**config.mk**
```make
export PLATFORM = sky130hd
export DESIGN_NAME = wdcu_watchdog_control_unit
export DESIGN_NICKNAME = d
export VERILOG_FILES = /design/src/logic/wdcu_unlock_timer.v /design/src/logic/wdcu_timeout_counter.v /design/src/logic/wdcu_watchdog_control_unit.v
export VERILOG_INCLUDE_DIRS = /design/src /design/src/logic
export SDC_FILE = /design/constraint.sdc
export NUM_CORES = 1
export LEC_CHECK = 0
export BUFFER_PORTS_ARGS = -buffer_cell sky130_fd_sc_hd__buf_2
export CAP_MARGIN = 20
export CORE_ASPECT_RATIO = 0.5
export CORE_MARGIN = 2
export CORE_UTILIZATION = 47
export CTS_BUF_LIST = sky130_fd_sc_hd__clkbuf_16
export CTS_CLUSTER_SIZE = 30
export DETAILED_ROUTE_END_ITERATION = 8
export PLACE_DENSITY = 0.75
export SLEW_MARGIN = 20
export SYNTH_ARGS = -nofsm -noshare
export SYNTH_HDL_FRONTEND = slang
export SYNTH_SLANG_ARGS = --single-unit
```
**constraint.sdc**
```tcl
create_clock -name aclk -period 6.14 [get_ports aclk]
set_input_delay 0.614 -clock aclk [delete_from_list [all_inputs] [get_ports aclk]]
set_output_delay 0.614 -clock aclk [all_outputs]
set_load 0.05 [all_outputs]
```
**src/logic/wdcu_defines.vh**
```
// constants for the watchdog control unit: register map, field positions,
// reset values, vectors and timing counts.
// assumes a 125 MHz aclk and an AXI4-Lite master with 32-bit data.
//
// Summary of operation
// - time-out in interrupt mode sets flag bit 7
// - taking watchdog vector clears the flag
// - writing one clears flag, zero keeps
// - request irq when flag, enable, global enable
// - enable bits select stop/irq/reset/combined modes
// - combined mode vector clears enable and flag
// - combined mode unserved second time-out resets
// - clear reset-enable or period only when unlocked
// - unlock bit self-clears after four clocks
// - cause flag forces reset-enable to one
// - period field bits 5 and 2..0
// - codes 0..9 give 2048 to 1048576 cycles
// - reset vector 0x0000, time-out vector 0x0012
// - fuse forces reset-only, enables locked
// - count oscillator ticks, restart clears counter
`ifndef WDCU_DEFINES_VH
`define WDCU_DEFINES_VH

// -----------------------------------------------------------------
// register map (byte addresses)
// -----------------------------------------------------------------
`define WDCU_ADDR_CTRL      5'h00
`define WDCU_ADDR_CAUSE     5'h04
`define WDCU_ADDR_IRQ_STAT  5'h08
`define WDCU_ADDR_IRQ_MASK  5'h0c
`define WDCU_ADDR_STATUS    5'h10

// -----------------------------------------------------------------
// control register fields
// -----------------------------------------------------------------
`define WDCU_BIT_FLAG       7
`define WDCU_BIT_IE         6
`define WDCU_BIT_P3         5
`define WDCU_BIT_UNLOCK     4
`define WDCU_BIT_RE         3
`define WDCU_CTRL_RESET     8'h00
`define WDCU_PERIOD_MAX     4'h9
`define WDCU_CNT_W          21
`define WDCU_BASE_LOG2      11

// -----------------------------------------------------------------
// vectors, axi responses, timing
// -----------------------------------------------------------------
`define WDCU_VEC_RESET      16'h0000
`define WDCU_VEC_TIMEOUT    16'h0012
`define WDCU_RESP_OKAY      2'h0
`define WDCU_RESP_SLVERR    2'h2
`define WDCU_UNLOCK_CYCLES  3'h4
`define WDCU_IRQ_EVENTS     2

`endif

```
**src/logic/wdcu_unlock_timer.v**
```verilog
// unlock window timer: holds the change-unlock bit for four clocks.
// assumes start is a one-cycle pulse from a register write.
`timescale 1ns/100ps
`include "wdcu_defines.vh"

module wdcu_unlock_timer (
   input  wire aclk,     // system clock
   input  wire aresetn,  // synchronous reset, low
   input  wire start,    // write of one to unlock bit
   output wire unlock    // unlock window open
);

   reg [2:0] left_ff;
   reg [2:0] nxt_left;

   // -----------------------------------------------------------------
   // down counter
   // -----------------------------------------------------------------
   // reload on start, count to zero
   always @*
   begin
      nxt_left = left_ff;
      if (start)
         nxt_left = `WDCU_UNLOCK_CYCLES;
      else if (left_ff != 3'h0)
         nxt_left = left_ff - 3'h1;
   end

   always @(posedge aclk)
   begin
      if (!aresetn)
         left_ff <= 3'h0;
      else
         left_ff <= nxt_left;
   end

   assign unlock = (left_ff != 3'h0);

endmodule

```
**src/logic/wdcu_timeout_counter.v**
```verilog
// time-out counter: counts oscillator ticks against the selected period.
// assumes osc_tick is a one-cycle pulse per low-frequency oscillator cycle.
`timescale 1ns/100ps
`include "wdcu_defines.vh"

module wdcu_timeout_counter (
   input  wire       aclk,      // system clock
   input  wire       aresetn,   // synchronous reset, low
   input  wire       run,       // watchdog running
   input  wire       osc_tick,  // oscillator cycle pulse
   input  wire       restart,   // restart instruction pulse
   input  wire [3:0] period,    // period select code
   output wire       timeout    // one-cycle time-out pulse
);

   reg  [`WDCU_CNT_W-1:0] cnt_ff;
   wire [`WDCU_CNT_W-1:0] limit;
   wire [3:0]             code;

   // reserved codes fall back to the longest period
   assign code  = (period > `WDCU_PERIOD_MAX) ? `WDCU_PERIOD_MAX : period;
   // 2048 << code, minus one as terminal count
   assign limit = ({{(`WDCU_CNT_W-1){1'b0}}, 1'b1} << (code + `WDCU_BASE_LOG2)) - 1'b1;

   assign timeout = run && osc_tick && (cnt_ff >= limit);

   // -----------------------------------------------------------------
   // tick counter
   // -----------------------------------------------------------------
   always @(posedge aclk)
   begin
      if (!aresetn || restart || !run)
         cnt_ff <= {`WDCU_CNT_W{1'b0}};
      else if (osc_tick)
         cnt_ff <= timeout ? {`WDCU_CNT_W{1'b0}} : cnt_ff + 1'b1;
   end

endmodule

```
**src/logic/wdcu_watchdog_control_unit.v**
```verilog
// watchdog control unit top: control register, mode logic and axi4-lite slave.
// assumes the cpu side gives global enable, vector fetch and restart pulses,
// and that a caller acts on sys_reset_req by resetting the whole system.
//
// The AXI4-Lite register port and the placing of the registers were left to the implementer.
`timescale 1ns/100ps
`include "wdcu_defines.vh"

module wdcu_watchdog_control_unit (
   input  wire        aclk,             // system clock, 125 MHz
   input  wire        aresetn,          // synchronous reset, low
   input  wire        wd_always_on_fuse,// fuse programmed
   input  wire        cpu_global_ie,    // global interrupt enable
   input  wire        vector_taken,     // watchdog vector executed
   input  wire        wd_restart,       // restart instruction
   input  wire        osc_tick,         // 128 kHz oscillator pulse
   input  wire        awvalid,          // write address valid
   output wire        awready,          // write address ready
   input  wire [31:0] awaddr,           // write address
   input  wire        wvalid,           // write data valid
   output wire        wready,           // write data ready
   input  wire [31:0] wdata,            // write data
   input  wire [3:0]  wstrb,            // write strobes
   output reg         bvalid,           // write response valid
   input  wire        bready,           // write response ready
   output reg  [1:0]  bresp,            // write response
   input  wire        arvalid,          // read address valid
   output wire        arready,          // read address ready
   input  wire [31:0] araddr,           // read address
   output reg         rvalid,           // read data valid
   input  wire        rready,           // read data ready
   output reg  [31:0] rdata,            // read data
   output reg  [1:0]  rresp,            // read response
   output wire        wd_irq_req,       // watchdog interrupt request
   output wire [15:0] wd_vector_addr,   // vector for current request
   output reg         sys_reset_req,    // system reset request
   output wire        irq               // summary interrupt, level
);

   // -----------------------------------------------------------------
   // state
   // -----------------------------------------------------------------
   reg        flag_ff;
   reg        ie_ff;
   reg        re_ff;
   reg  [3:0] period_ff;
   reg        cause_ff;
   reg  [1:0] stat_ff;
   reg  [1:0] mask_ff;
   reg        aw_ff;
   reg        w_ff;
   reg [31:0] awaddr_ff;
   reg [31:0] wdata_ff;
   reg  [3:0] wstrb_ff;
   reg        nxt_flag;
   reg        nxt_ie;
   reg        nxt_re;
   reg  [3:0] nxt_period;
   reg        nxt_cause;
   reg  [1:0] nxt_stat;
   reg  [1:0] nxt_mask;

   wire       unlock;
   wire       timeout;
   wire       run;
   wire       eff_re;
   wire       eff_ie;
   wire       wr_fire;
   wire       unlock_start;
   wire [7:0] ctrl_rd;
   wire [7:0] wb;

   // decode register index from an address
   function [4:0] reg_sel;
      input [31:0] a;
      begin
         reg_sel = a[4:0];
         if (a[31:5] != 27'h0)
            reg_sel = 5'h01;
      end
   endfunction

   // register is mapped
   function mapped;
      input [31:0] a;
      begin
         mapped = (a[31:5] == 27'h0) && (a[1:0] == 2'h0) && (a[4:2] <= 3'h4);
      end
   endfunction

   // -----------------------------------------------------------------
   // mode selection
   // -----------------------------------------------------------------
   // fuse locks reset-enable high and irq-enable low
   assign eff_re = wd_always_on_fuse | re_ff | cause_ff;
   assign eff_ie = ~wd_always_on_fuse & ie_ff;
   assign run    = eff_re | eff_ie;

   wdcu_timeout_counter u_counter (
      .aclk     (aclk),
      .aresetn  (aresetn),
      .run      (run),
      .osc_tick (osc_tick),
      .restart  (wd_restart),
      .period   (period_ff),
      .timeout  (timeout)
   );

   // -----------------------------------------------------------------
   // axi write channel capture
   // -----------------------------------------------------------------
   assign awready = ~aw_ff & ~bvalid;
   assign wready  = ~w_ff & ~bvalid;
   assign wr_fire = aw_ff & w_ff & ~bvalid;
   assign wb      = wstrb_ff[0] ? wdata_ff[7:0] : ctrl_rd;
   assign unlock_start = wr_fire && reg_sel(awaddr_ff) == `WDCU_ADDR_CTRL && wstrb_ff[0]
                         && wdata_ff[`WDCU_BIT_UNLOCK];

   wdcu_unlock_timer u_unlock (
      .aclk    (aclk),
      .aresetn (aresetn),
      .start   (unlock_start),
      .unlock  (unlock)
   );

   // address and data taken in either order, response after both
   always @(posedge aclk)
   begin
      if (!aresetn)
      begin
         aw_ff     <= 1'b0;
         w_ff      <= 1'b0;
         awaddr_ff <= 32'h0;
         wdata_ff  <= 32'h0;
         wstrb_ff  <= 4'h0;
         bvalid    <= 1'b0;
         bresp     <= `WDCU_RESP_OKAY;
      end
      else
      begin
         if (awvalid && awready)
         begin
            aw_ff     <= 1'b1;
            awaddr_ff <= awaddr;
         end
         if (wvalid && wready)
         begin
            w_ff     <= 1'b1;
            wdata_ff <= wdata;
            wstrb_ff <= wstrb;
         end
         if (wr_fire)
         begin
            aw_ff  <= 1'b0;
            w_ff   <= 1'b0;
            bvalid <= 1'b1;
            bresp  <= mapped(awaddr_ff) ? `WDCU_RESP_OKAY : `WDCU_RESP_SLVERR;
         end
         else if (bvalid && bready)
            bvalid <= 1'b0;
      end
   end

   // -----------------------------------------------------------------
   // control register next state
   // -----------------------------------------------------------------
   always @*
   begin
      nxt_flag   = flag_ff;
      nxt_ie     = ie_ff;
      nxt_re     = re_ff;
      nxt_period = period_ff;
      nxt_cause  = cause_ff;
      nxt_stat   = stat_ff;
      nxt_mask   = mask_ff;
      sys_reset_next_calc;
      // software writes first so hardware events win
      if (wr_fire && wstrb_ff[0])
      begin
         case (reg_sel(awaddr_ff))
            `WDCU_ADDR_CTRL:
            begin
               if (wb[`WDCU_BIT_FLAG])
                  nxt_flag = 1'b0;
               nxt_ie = wb[`WDCU_BIT_IE];
               if (wb[`WDCU_BIT_RE])
                  nxt_re = 1'b1;
               else if (unlock && !cause_ff)
                  nxt_re = 1'b0;
               if (unlock)
                  nxt_period = {wb[`WDCU_BIT_P3], wb[2:0]};
            end
            `WDCU_ADDR_CAUSE:
               nxt_cause = wb[0];
            `WDCU_ADDR_IRQ_STAT:
               nxt_stat = stat_ff & ~wb[1:0];
            `WDCU_ADDR_IRQ_MASK:
               nxt_mask = wb[1:0];
            default:
               nxt_mask = nxt_mask;
         endcase
      end
      // vector execution clears flag, and irq enable in combined mode
      if (vector_taken && wd_irq_req)
      begin
         nxt_flag = 1'b0;
         if (eff_re)
            nxt_ie = 1'b0;
      end
      if (timeout)
      begin
         if (eff_ie && !(eff_re && flag_ff))
         begin
            nxt_flag    = 1'b1;
            nxt_stat[0] = 1'b1;
         end
         else if (eff_re)
         begin
            nxt_cause   = 1'b1;
            nxt_stat[1] = 1'b1;
         end
      end
   end

   task sys_reset_next_calc;
      begin
      end
   endtask

   // -----------------------------------------------------------------
   // register update
   // -----------------------------------------------------------------
   always @(posedge aclk)
   begin
      if (!aresetn)
      begin
         flag_ff   <= 1'b0;
         ie_ff     <= 1'b0;
         re_ff     <= 1'b0;
         period_ff <= 4'h0;
         cause_ff  <= 1'b0;
         stat_ff   <= 2'h0;
         mask_ff   <= 2'h0;
      end
      else
      begin
         flag_ff   <= nxt_flag;
         ie_ff     <= nxt_ie;
         re_ff     <= nxt_re;
         period_ff <= nxt_period;
         cause_ff  <= nxt_cause;
         stat_ff   <= nxt_stat;
         mask_ff   <= nxt_mask;
      end
   end

   // system reset request, one-cycle pulse on reset time-out
   always @(posedge aclk)
   begin
      if (!aresetn)
         sys_reset_req <= 1'b0;
      else
         sys_reset_req <= timeout && eff_re && !(eff_ie && !flag_ff);
   end

   // -----------------------------------------------------------------
   // interrupt outputs
   // -----------------------------------------------------------------
   assign wd_irq_req     = flag_ff & eff_ie & cpu_global_ie;
   assign wd_vector_addr = sys_reset_req ? `WDCU_VEC_RESET : `WDCU_VEC_TIMEOUT;
   assign irq            = |(stat_ff & mask_ff);

   // -----------------------------------------------------------------
   // axi read channel
   // -----------------------------------------------------------------
   assign ctrl_rd = {flag_ff, eff_ie, period_ff[3], unlock, eff_re, period_ff[2:0]};
   assign arready = ~rvalid;

   always @(posedge aclk)
   begin
      if (!aresetn)
      begin
         rvalid <= 1'b0;
         rdata  <= 32'h0;
         rresp  <= `WDCU_RESP_OKAY;
      end
      else if (arvalid && arready)
      begin
         rvalid <= 1'b1;
         rresp  <= mapped(araddr) ? `WDCU_RESP_OKAY : `WDCU_RESP_SLVERR;
         case (reg_sel(araddr))
            `WDCU_ADDR_CTRL:     rdata <= {24'h0, ctrl_rd};
            `WDCU_ADDR_CAUSE:    rdata <= {31'h0, cause_ff};
            `WDCU_ADDR_IRQ_STAT: rdata <= {30'h0, stat_ff};
            `WDCU_ADDR_IRQ_MASK: rdata <= {30'h0, mask_ff};
            `WDCU_ADDR_STATUS:   rdata <= {28'h0, run, flag_ff, eff_re, eff_ie};
            default:             rdata <= 32'h0;
         endcase
      end
      else if (rvalid && rready)
         rvalid <= 1'b0;
   end

endmodule

```
==> results of run 1 <==
==> kinds of logic after synthesis <==
family	count (synthesis)	synth area share [%]
XOR/XNOR	20	3.43
flip-flops	92	36.1
multiplexers	12	2.45
AO/OA/AOI/OAI	131	15.2
buffers and inverters	88	9.59
adder cells (fa/ha/maj)	27	6.62
AND/OR/NAND/NOR	286	26.5
other	2	0.147
==> worst max-delay path, cell delays in order (launching register included) <==
cell	delay, ns
dfxtp_1	0.66
inv_1	0.25
nand2_1	0.16
ha_1	0.39
and3b_1	0.23
o21ai_0	0.14
a21oi_1	0.12
nor2_1	0.22
o21ai_0	0.16
o22a_1	0.25
ha_1	0.29
nand4_1	0.14
nor4_1	0.43
o311ai_0	0.21
nand3_1	0.34
a21o_1	0.50
nor2_1	0.11
==> worst min-delay path by stage <==
stage | from | end | cells after the start
after floorplan | awaddr_ff[16] | awaddr_ff[16] | 2
after global placement | bresp[1] | bresp[1] | 2
after detailed placement | rdata[3] | rdata[3] | 2
after CTS | rready | rvalid | 2
after global routing | rready | rvalid | 2
final | rready | rvalid | 2
==> per-layer routing <==
metal / wire length [um] / vias to the layer above / share of wire, %
li1: - / 2381 / -
met3: 740 / 14 / 6.6
met4: 147 / 0 / 1.3
met1: 5180 / 2068 / 46
met5: 0 / - / 0
met2: 5210 / 121 / 46
==> cells in the mapped netlist, types with 2 or more instances <==
cell	instances
xnor2_1	6
and3_1	7
o21a_1	3
nor2_1	59
mux2i_1	8
a22oi_1	5
conb_1	2
a2bb2oi_1	2
buf_4	42
o22a_1	2
or4_1	2
clkbuf_1	27
mux2_2	4
nor4_1	16
o21ai_0	24
nor2b_1	5
a32o_1	3
dfxtp_1	92
inv_1	16
xor2_1	14
nand2b_1	6
or3_1	3
ha_1	27
nand3_1	23
nand4_1	10
nand4b_1	2
and4_1	3
nand2_1	125
nor3_1	11
a21oi_1	69
nand3b_1	3
and2_1	3
a21o_1	5
a211oi_1	6
==> metrics by stage <==
step,setup slack (ns),instance area [um^2]
finish,1.40,5870
global route,0.881,5870
CTS,1.40,5850
detailed placement,1.42,5550
global placement,1.51,5550
floorplan,2.19,5270
==> power by group <==
part           switching [W]  internal [W]  leakage [nW]  total, W
sequential         0.0000192      0.000626         0.749  0.000646
clock               0.000270      0.000290         0.146  0.000560
combinational       0.000165     0.0000715          1.66  0.000237
==> state kept, by name, summed over array words and instances, names as in the netlist, 2 cells and up <==
register / flops
mask_ff: 2
wdata_ff: 8
stat_ff: 2
u_counter.cnt_ff: 21
rdata: 8
awaddr_ff: 32
period_ff: 4
u_unlock.left_ff: 3
==> cell type report <==
type                    instances  area, um^2
inverters                      17        63.8
well taps                     140         175
clock inverters                 7        80.1
clock buffers                   9         225
repair buffers                106         543
fillers                       962        4510
flip-flops and latches         92        1840
multi-input cells             522        2940
==> layout by cell type, fill, tap and decap left out, drive strengths merged, types with 4 or more instances in the layout <==
| cell type | n |
|---|---|
| a211oi | 6 |
| a21o | 5 |
| a21oi | 69 |
| a22oi | 5 |
| and3 | 7 |
| buf | 106 |
| clkbuf | 9 |
| conb | 46 |
| dfxtp | 92 |
| ha | 27 |
| inv | 21 |
| mux2 | 4 |
| mux2i | 8 |
| nand2 | 125 |
| nand2b | 6 |
| nand3 | 23 |
| nand3b | 4 |
| nand4 | 10 |
| nor2 | 59 |
| nor2b | 5 |
| nor3 | 11 |
| nor4 | 17 |
| o21ai | 24 |
| xnor2 | 6 |
| xor2 | 14 |
==> summary.md, run 1 <==
| Metric | Value |
|---|---|
| Post-CTS Setup Inserts | `0` |
| Router iterations before antenna repair | `4` |
| Worst hold slack | `~0.45 ns` |
| Worst Setup Start Kind | `flop` |
| Overall power | `roughly 0.0014 W` |
| Critical Path Start | `period_ff[3]` |
| Sequential share of the synthesized area | `36.1%` |
| CP required | `around 6.4 ns` |
| Std-Cell Rows | `26` |
| Hold WC Path Type | `input pin to flop` |
| Crit. End Element | `flop` |
| Post-DR vias/cell | `a little over 5` |
| Final Setup Violations | `0` |
| First-pass GRT wire length | `roughly 19,000 um` |
| Outcome | `finished clean` |
| DP Cell Count | `roughly 880` |
| Die area | `about 12,000 um^2` |
| CTS tree | `built` |
| Root Driver | `clkbuf_16` |
| Synth warn | `0` |
| Post-synth EDFFs | `0` |
| Post-Layout Cell Count | `slightly below 900` |
| RSZ-0062 raised after global routing | `false` |
| H-tree depth | `3` |
| Slew margin rel. | `a little under a third` |
| CTS max path bufs | `2` |
| Fin. max-slew vios | `0` |
| Cell taking the most area after synthesis | `dfxtp_1` |
| Max-cap viol count | `0` |
| Routed wire per std cell | `between 10 and 15 um` |
| Ys async rst share | `0%` |
| Initial drt markers | `between 200 and 300` |
| Netlist cell types | `57` |
| Critical path class | `flop to flop` |
| Final hold viol count | `0` |
| Seq cells post-synth | `about 90` |
| Max Clk Rate | `~210 MHz` |
| Final nets | `between 800 and 900` |
| Global Route met2 Usage | `between 30% and 40%` |
| GRT met3 Usage | `under 10%` |
| Port bufs | `104` |
| Tot GR Track Use | `19.5%` |
| Clk slew on worst S/H paths | `around 0.070 ns` |
| Area Growth Syn to Fin | `15.0%` |
| Starting density of the core | `about 49%` |
| PostCTS Resize Cnt | `0` |
| Cts bufs inserted | `9` |
| Worst Path Max Fanout | `16` |
| Power density cells | `~250 nW/um^2` |
| Setup TNS Final | `0 ns` |
| Worst R2R Start | `period_ff[3]` |
| Layout cells sized above 1 | `between 10% and 20%` |
| Synth Instances | `658` |
| Main flop type after synthesis | `dfxtp_1` |
| Final HPWL DP | `about 8200 um` |
| Chip width | `about 150 um` |
| Worst slew pin tran | `1.02 ns` |
| Final antenna diode count | `0` |
| Largest net degree at the start of global routing | `65` |
| Die H | `between 70 and 80 um` |
| Via count | `between 4,000 and 5,000` |
| Core area | `between 10,000 and 15,000 um^2` |
| IO Count | `172` |
| Worst IR Drop VDD | `around 0.00018 V` |
| Yosys top cell area share | `about 36%` |
| FF-to-FF setup slack | `between 1 and 1.5 ns` |
| Top cells by area, synth | `dfxtp_1 (36%), nand2_1 (9.2%), a21oi_1 (6.8%), ha_1 (6.6%), buf_4 (6.2%)` |
| CP Data Arrival Time | `roughly 5 ns` |
| Leak | `approximately 2.6 nW` |
| Post-Route Skew | `~0.0066 ns` |
| Period minus WS final | `between 4 and 5 ns` |
| DRC | `0` |
| Util after Layout | `a little under three fifths` |
| Final ANT Viol Nets | `0` |
| Gpl congestion | `between 0.7 and 0.8` |
| CTS sink count | `between 90 and 100` |
| Post-Route WL | `11,300 um` |
| Clk Latency, worst-skew pair | `between 0.3 and 0.4 ns` |
| Initial antenna violation count | `0` |
| Number of global-route vias before repair | `a little over 4,000` |
| GR peak layer | `met2` |
| Cts hold-fix bufs | `0` |
| CP Capture Point | `u_counter.cnt_ff[18]` |
| Reg2reg end | `u_counter.cnt_ff[18]` |
| Worst r2r path cells | `16` |
| Final period utilization | `between 70% and 80%` |
| Synthesized cell area | `between 5000 and 6000 um^2` |
| Grt ovf | `0` |
| Mapped Avg Cell Area | `between 7 and 8 um^2` |
| Met1 GRT Util | `24.8%` |
(Power assumes the default switching activity.)
==> run 2, diff against run 1 <==
--- a/config.mk
+++ b/config.mk
@@ -6,6 +6,7 @@
 export SDC_FILE = /design/constraint.sdc
 export NUM_CORES = 1
 export LEC_CHECK = 0
+export ABC_AREA = 1
 export BUFFER_PORTS_ARGS = -buffer_cell sky130_fd_sc_hd__buf_2
 export CAP_MARGIN = 20
 export CORE_ASPECT_RATIO = 0.5
@@ -14,7 +15,7 @@
 export CTS_BUF_LIST = sky130_fd_sc_hd__clkbuf_16
 export CTS_CLUSTER_SIZE = 30
 export DETAILED_ROUTE_END_ITERATION = 8
-export PLACE_DENSITY = 0.75
+export PLACE_DENSITY = 0.77
 export SLEW_MARGIN = 20
 export SYNTH_ARGS = -nofsm -noshare
 export SYNTH_HDL_FRONTEND = slang
==> constraint.sdc (replaced) <==
create_clock -name aclk -period 4.2 [get_ports aclk]
set_input_delay 0.42 -clock aclk [delete_from_list [all_inputs] [get_ports aclk]]
set_output_delay 0.42 -clock aclk [all_outputs]
set_load 0.05 [all_outputs]
==> summary.md, run 2 <==
| Metric | Value |
|---|---|
| First-pass GRT wire length | `20,500 um (was 18,700 um)` |
| Power density cells | `338 nW/um^2 (was 246 nW/um^2)` |
| Final HPWL DP | `9660 um (was 8240 um)` |
| CTS max path bufs | `2 (unchanged)` |
| Main flop type after synthesis | `dfxtp_1 (unchanged)` |
| Leak | `2.98 nW (was 2.55 nW)` |
| Most frequent cells in the layout | `nor2_1 (177), nand2_1 (124), buf_2 (104), dfxtp_1 (92), inv_1 (83) (was nand2_1 (125), buf_2 (104), dfxtp_1 (92), a21oi_1 (69), nor2_1 (59))` |
| H-tree depth | `3 (unchanged)` |
| Max FFs per register | `32 (unchanged)` |
| Worst Path Max Fanout | `19 (was 16)` |
| Wl on met1 | `5730 um (was 5180 um)` |
| RSZ-0062 raised after global routing | `false (unchanged)` |
| Setup TNS Final | `0 ns (unchanged)` |
| Post-synth EDFFs | `0 (unchanged)` |
| Cell taking the most area after synthesis | `dfxtp_1 (unchanged)` |
| Final hold viol count | `0 (unchanged)` |
| Slowest-stage cell, CP | `dfxtp_1 (unchanged)` |
| Mux cell area share after synthesis | `0% (was 2.45%)` |
| Final ANT Viol Nets | `0 (unchanged)` |
| Synth Area in Adders | `6.05% (was 6.62%)` |
| Synth Area in Compound Gates | `12.7% (was 15.2%)` |
| Seq pwr share | `44.4% (was 44.8%)` |
| Final nets | `1,056 (was 887)` |
| DP Area | `6100 um^2 (was 5550 um^2)` |
| Starting density of the core | `47.7% (was 49.2%)` |
| Max-cap viol count | `0 (unchanged)` |
| Layout cells sized above 1 | `18.8% (was 17.5%)` |
| Cts bufs inserted | `9 (unchanged)` |
| Outcome | `finished clean (unchanged)` |
| Fill count | `1,131 (was 962)` |
| Ys async rst share | `0% (unchanged)` |
| Port bufs | `104 (unchanged)` |
| CTS sink count | `92 (unchanged)` |
| Post-Route Skew | `0.00764 ns (was 0.00664 ns)` |
| Most numerous cell in the Yosys netlist | `nor2_1 (was nand2_1)` |
| Int Pwr | `0.00146 W (was 0.000988 W)` |
| Largest net degree at the start of global routing | `59 (was 65)` |
| Chip width | `158 um (was 151 um)` |
| Yosys top cell area share | `33.0% (was 36.1%)` |
| Worst path top cell family by delay | `simple AND/OR/NAND/NOR gates (unchanged)` |
| Tot GR Track Use | `19.8% (was 19.5%)` |
| Post-CTS Setup Inserts | `0 (unchanged)` |
| XOR/XNOR Fraction of Synth Area | `2.04% (was 3.43%)` |
| Post-Route WL | `12,400 um (was 11,300 um)` |
| Die H | `81.1 um (was 77.7 um)` |
| Worst Setup Start Kind | `flop (unchanged)` |
| Largest family of logic cells by synthesized area | `simple AND/OR/NAND/NOR gates (unchanged)` |
| CP required | `4.46 ns (was 6.36 ns)` |
| Sw Pwr | `0.000702 W (was 0.000455 W)` |
| Critical path class | `flop to flop (unchanged)` |
| Root Driver | `clkbuf_16 (unchanged)` |
| Grt ovf | `0 (unchanged)` |
| Router iterations before antenna repair | `4 (unchanged)` |
| Std-Cell Rows | `28 (was 26)` |
| Synth Instances | `814 (was 658)` |
| Worst IR Drop VDD | `0.000194 V (was 0.000181 V)` |
| Largest regs | `awaddr_ff (32), u_counter.cnt_ff (21) (unchanged)` |
| Seq cells post-synth | `92 (unchanged)` |
| Fin. max-slew vios | `0 (unchanged)` |
| DRC | `0 (unchanged)` |
| Worst path buffer plus inverter count | `3 (was 1)` |
| Slew margin rel. | `38.0% (was 31.6%)` |
| IO Count | `172 (unchanged)` |
| Combinational share of power | `18.6% (was 16.4%)` |
| Clk Latency, worst-skew pair | `0.35 ns (about the same)` |
| Hold WC Path Type | `input pin to flop (unchanged)` |
| Top routing layer in use | `met4 (unchanged)` |
| Via count | `5,180 (was 4,584)` |
| CTS tree | `built (unchanged)` |
| Clk slew on worst S/H paths | `0.07 ns (about the same)` |
| Mapped Avg Cell Area | `6.86 um^2 (was 7.76 um^2)` |
| Clock network fraction of design power | `37.0% (was 38.8%)` |
| Crit. End Element | `flop (unchanged)` |
| Cts hold-fix bufs | `0 (unchanged)` |
| Synth warn | `0 (unchanged)` |
| Number of global-route vias before repair | `4,722 (was 4,055)` |
| WL met3 | `610 um (was 740 um)` |
| Top cells by area, synth | `dfxtp_1 (33%), nor2_1 (12%), nand2_1 (8.3%), ha_1 (6.0%), inv_1 (5.6%) (was dfxtp_1 (36%), nand2_1 (9.2%), a21oi_1 (6.8%), ha_1 (6.6%), buf_4 (6.2%))` |
| PostCTS Resize Cnt | `0 (unchanged)` |
| Worst r2r path cells | `22 (was 16)` |
| Biggest register | `awaddr_ff (unchanged)` |
| Met2 wire len | `5830 um (was 5210 um)` |
| Switching part of the total power | `32.4% (was 31.5%)` |
| CP Data Arrival Time | `4.08 ns (was 4.96 ns)` |
| Worst path depth | `22 (was 16)` |
| Sequential share of the synthesized area | `33.0% (was 36.1%)` |
| Synth cell count leaders | `nor2_1 (177), nand2_1 (124), dfxtp_1 (92) (was nand2_1 (125), dfxtp_1 (92), a21oi_1 (69))` |
| Max Clk Rate | `262 MHz (was 211 MHz)` |
| Core area | `11,700 um^2 (was 10,400 um^2)` |
| Hold path depth | `3 (was 2)` |
| Final period utilization | `91.0% (was 77.3%)` |
| Final antenna diode count | `0 (unchanged)` |
| Worst hold slack | `0.312 ns (was 0.446 ns)` |
| Most frequent CP cell | `nand2_1` |
| Synthesized cell area | `5580 um^2 (was 5100 um^2)` |
| FF-to-FF setup slack | `0.38 ns (was 1.40 ns)` |
| Netlist cell types | `47 (was 57)` |
| Finished layout cell area | `6400 um^2 (was 5870 um^2)` |
| Slowest stage delay, CP | `0.46 ns (was 0.66 ns)` |
| Post-DR vias/cell | `4.77 (was 5.13)` |
| Area Growth Syn to Fin | `14.5% (was 15.0%)` |
| Gpl congestion | `0.897 (was 0.794)` |
| Worst slew pin tran | `0.928 ns (was 1.02 ns)` |
| Initial antenna violation count | `0 (unchanged)` |
| Die area | `12,800 um^2 (was 11,800 um^2)` |
| Initial drt markers | `239 (was 253)` |
| Period minus WS final | `3.82 ns (was 4.74 ns)` |
| Most common cell after layout, fill and taps aside | `nor2_1 (was nand2_1)` |
| Synth Area in Simple Gates | `32.8% (was 26.5%)` |
| Final Setup Violations | `0 (unchanged)` |
| Critical path, cell by cell | `inv_2 > nor2_4 > nor2_4 > ha_1 > inv_1 > nand2_1 > nor2_4 > inv_2 > nand4_1 > nor2_1 > nand2_1 > xor2_1 > ha_1 > a21oi_1 > o21ai_0 > nand2_1 > o211ai_1 > nor2_1 > nand2_1 > nand2_1 > nand2_2 > nor3_1 (was inv_1 > nand2_1 > ha_1 > and3b_1 > o21ai_0 > a21oi_1 > nor2_1 > o21ai_0 > o22a_1 > ha_1 > nand4_1 > nor4_1 > o311ai_0 > nand3_1 > a21o_1 > nor2_1)` |
| Routed wire per std cell | `11.4 um (was 12.6 um)` |
[run 2: changes by cell type after synthesis, sizes merged, moves of 15 or more]
cell    before  now
nor2        59  200
a21oi       69   40
o21ai       24   67
clkbuf      27   10
inv         17   94
nor4        17    2
[run 2: final cells by class]
type                    instances  area [um^2]  area share, %
inverters                      95          359           5.61
repair buffers                105          528           8.26
well taps                     165          206           3.23
flip-flops and latches         92         1840           28.8
clock buffers                   9          225           3.52
multi-input cells             614         3170           49.5
clock inverters                 7         68.8           1.08
[run 2: cells by family (layout without fill, tap and decap cells)]
| kind of cell | Yosys count | after routing |
|---|---|---|
| xor gates and xnor gates | 13 | 13 |
| and+or+nand+nor | 401 | 401 |
| AOI/OAI and AO/OA | 127 | 127 |
| other | 2 | 46 |
| buffers and inverters | 152 | 216 |
| adders and majority gates | 27 | 27 |
| DFF | 92 | 92 |
[run 2: final timing paths]
| check | start | to |
|---|---|---|
| min | awaddr[9] | awaddr_ff[9] |
| max reg2reg | period_ff[1] | u_counter.cnt_ff[2] |
| max | period_ff[1] | u_counter.cnt_ff[2] |
| min reg2reg | u_unlock.left_ff[0] | u_unlock.left_ff[0] |
[run 2: per-stage QoR]
stage	utilization, %	worst slack, ns	power (W)	cells
6_report	54.7	0.379	0.00216	1087
3_5_place_dp	52.1	0.463	0.00138	1071
4_1_cts	54.7	0.375	0.00218	1087
5_1_grt	54.7	0.0282	0.00227	1087
3_3_place_gp	52.1	0.549	0.00137	1071
2_1_floorplan	-	0.919	0.00132	858
[run 2: metal layers]
| layer | track usage (%) | vias up |
|---|---|---|
| li1 | - | 2723 |
| met1 | 24.0 | 2292 |
| met2 | 35.0 | 146 |
| met3 | 4.54 | 19 |
| met4 | 6.76 | 0 |
| met5 | 0 | - |
[run 2: worst reg2reg max path, stage by stage, from the launching register on]
cell and delay, ns:
dfxtp_1 0.46, inv_2 0.10, nor2_4 0.16, nor2_4 0.09, ha_1 0.43, inv_1 0.13, nand2_1 0.18, nor2_4 0.08
inv_2 0.06, nand4_1 0.11, nor2_1 0.17, nand2_1 0.08, xor2_1 0.14, ha_1 0.29, a21oi_1 0.12, o21ai_0 0.09
nand2_1 0.07, o211ai_1 0.12, nor2_1 0.11, nand2_1 0.08, nand2_1 0.15, nand2_2 0.26, nor3_1 0.26
[run 2: power groups by stage]
| stage | clock network (W) | registers [W] | logic (W) |
|---|---|---|---|
| detailed placement | 0 | 0.000980 | 0.000403 |
| global placement | 0 | 0.000978 | 0.000393 |
| CTS | 0.000815 | 0.000960 | 0.000404 |
| global route | 0.000853 | 0.000966 | 0.000454 |
| floorplan | 0 | 0.000982 | 0.000334 |
| finish | 0.000800 | 0.000960 | 0.000403 |
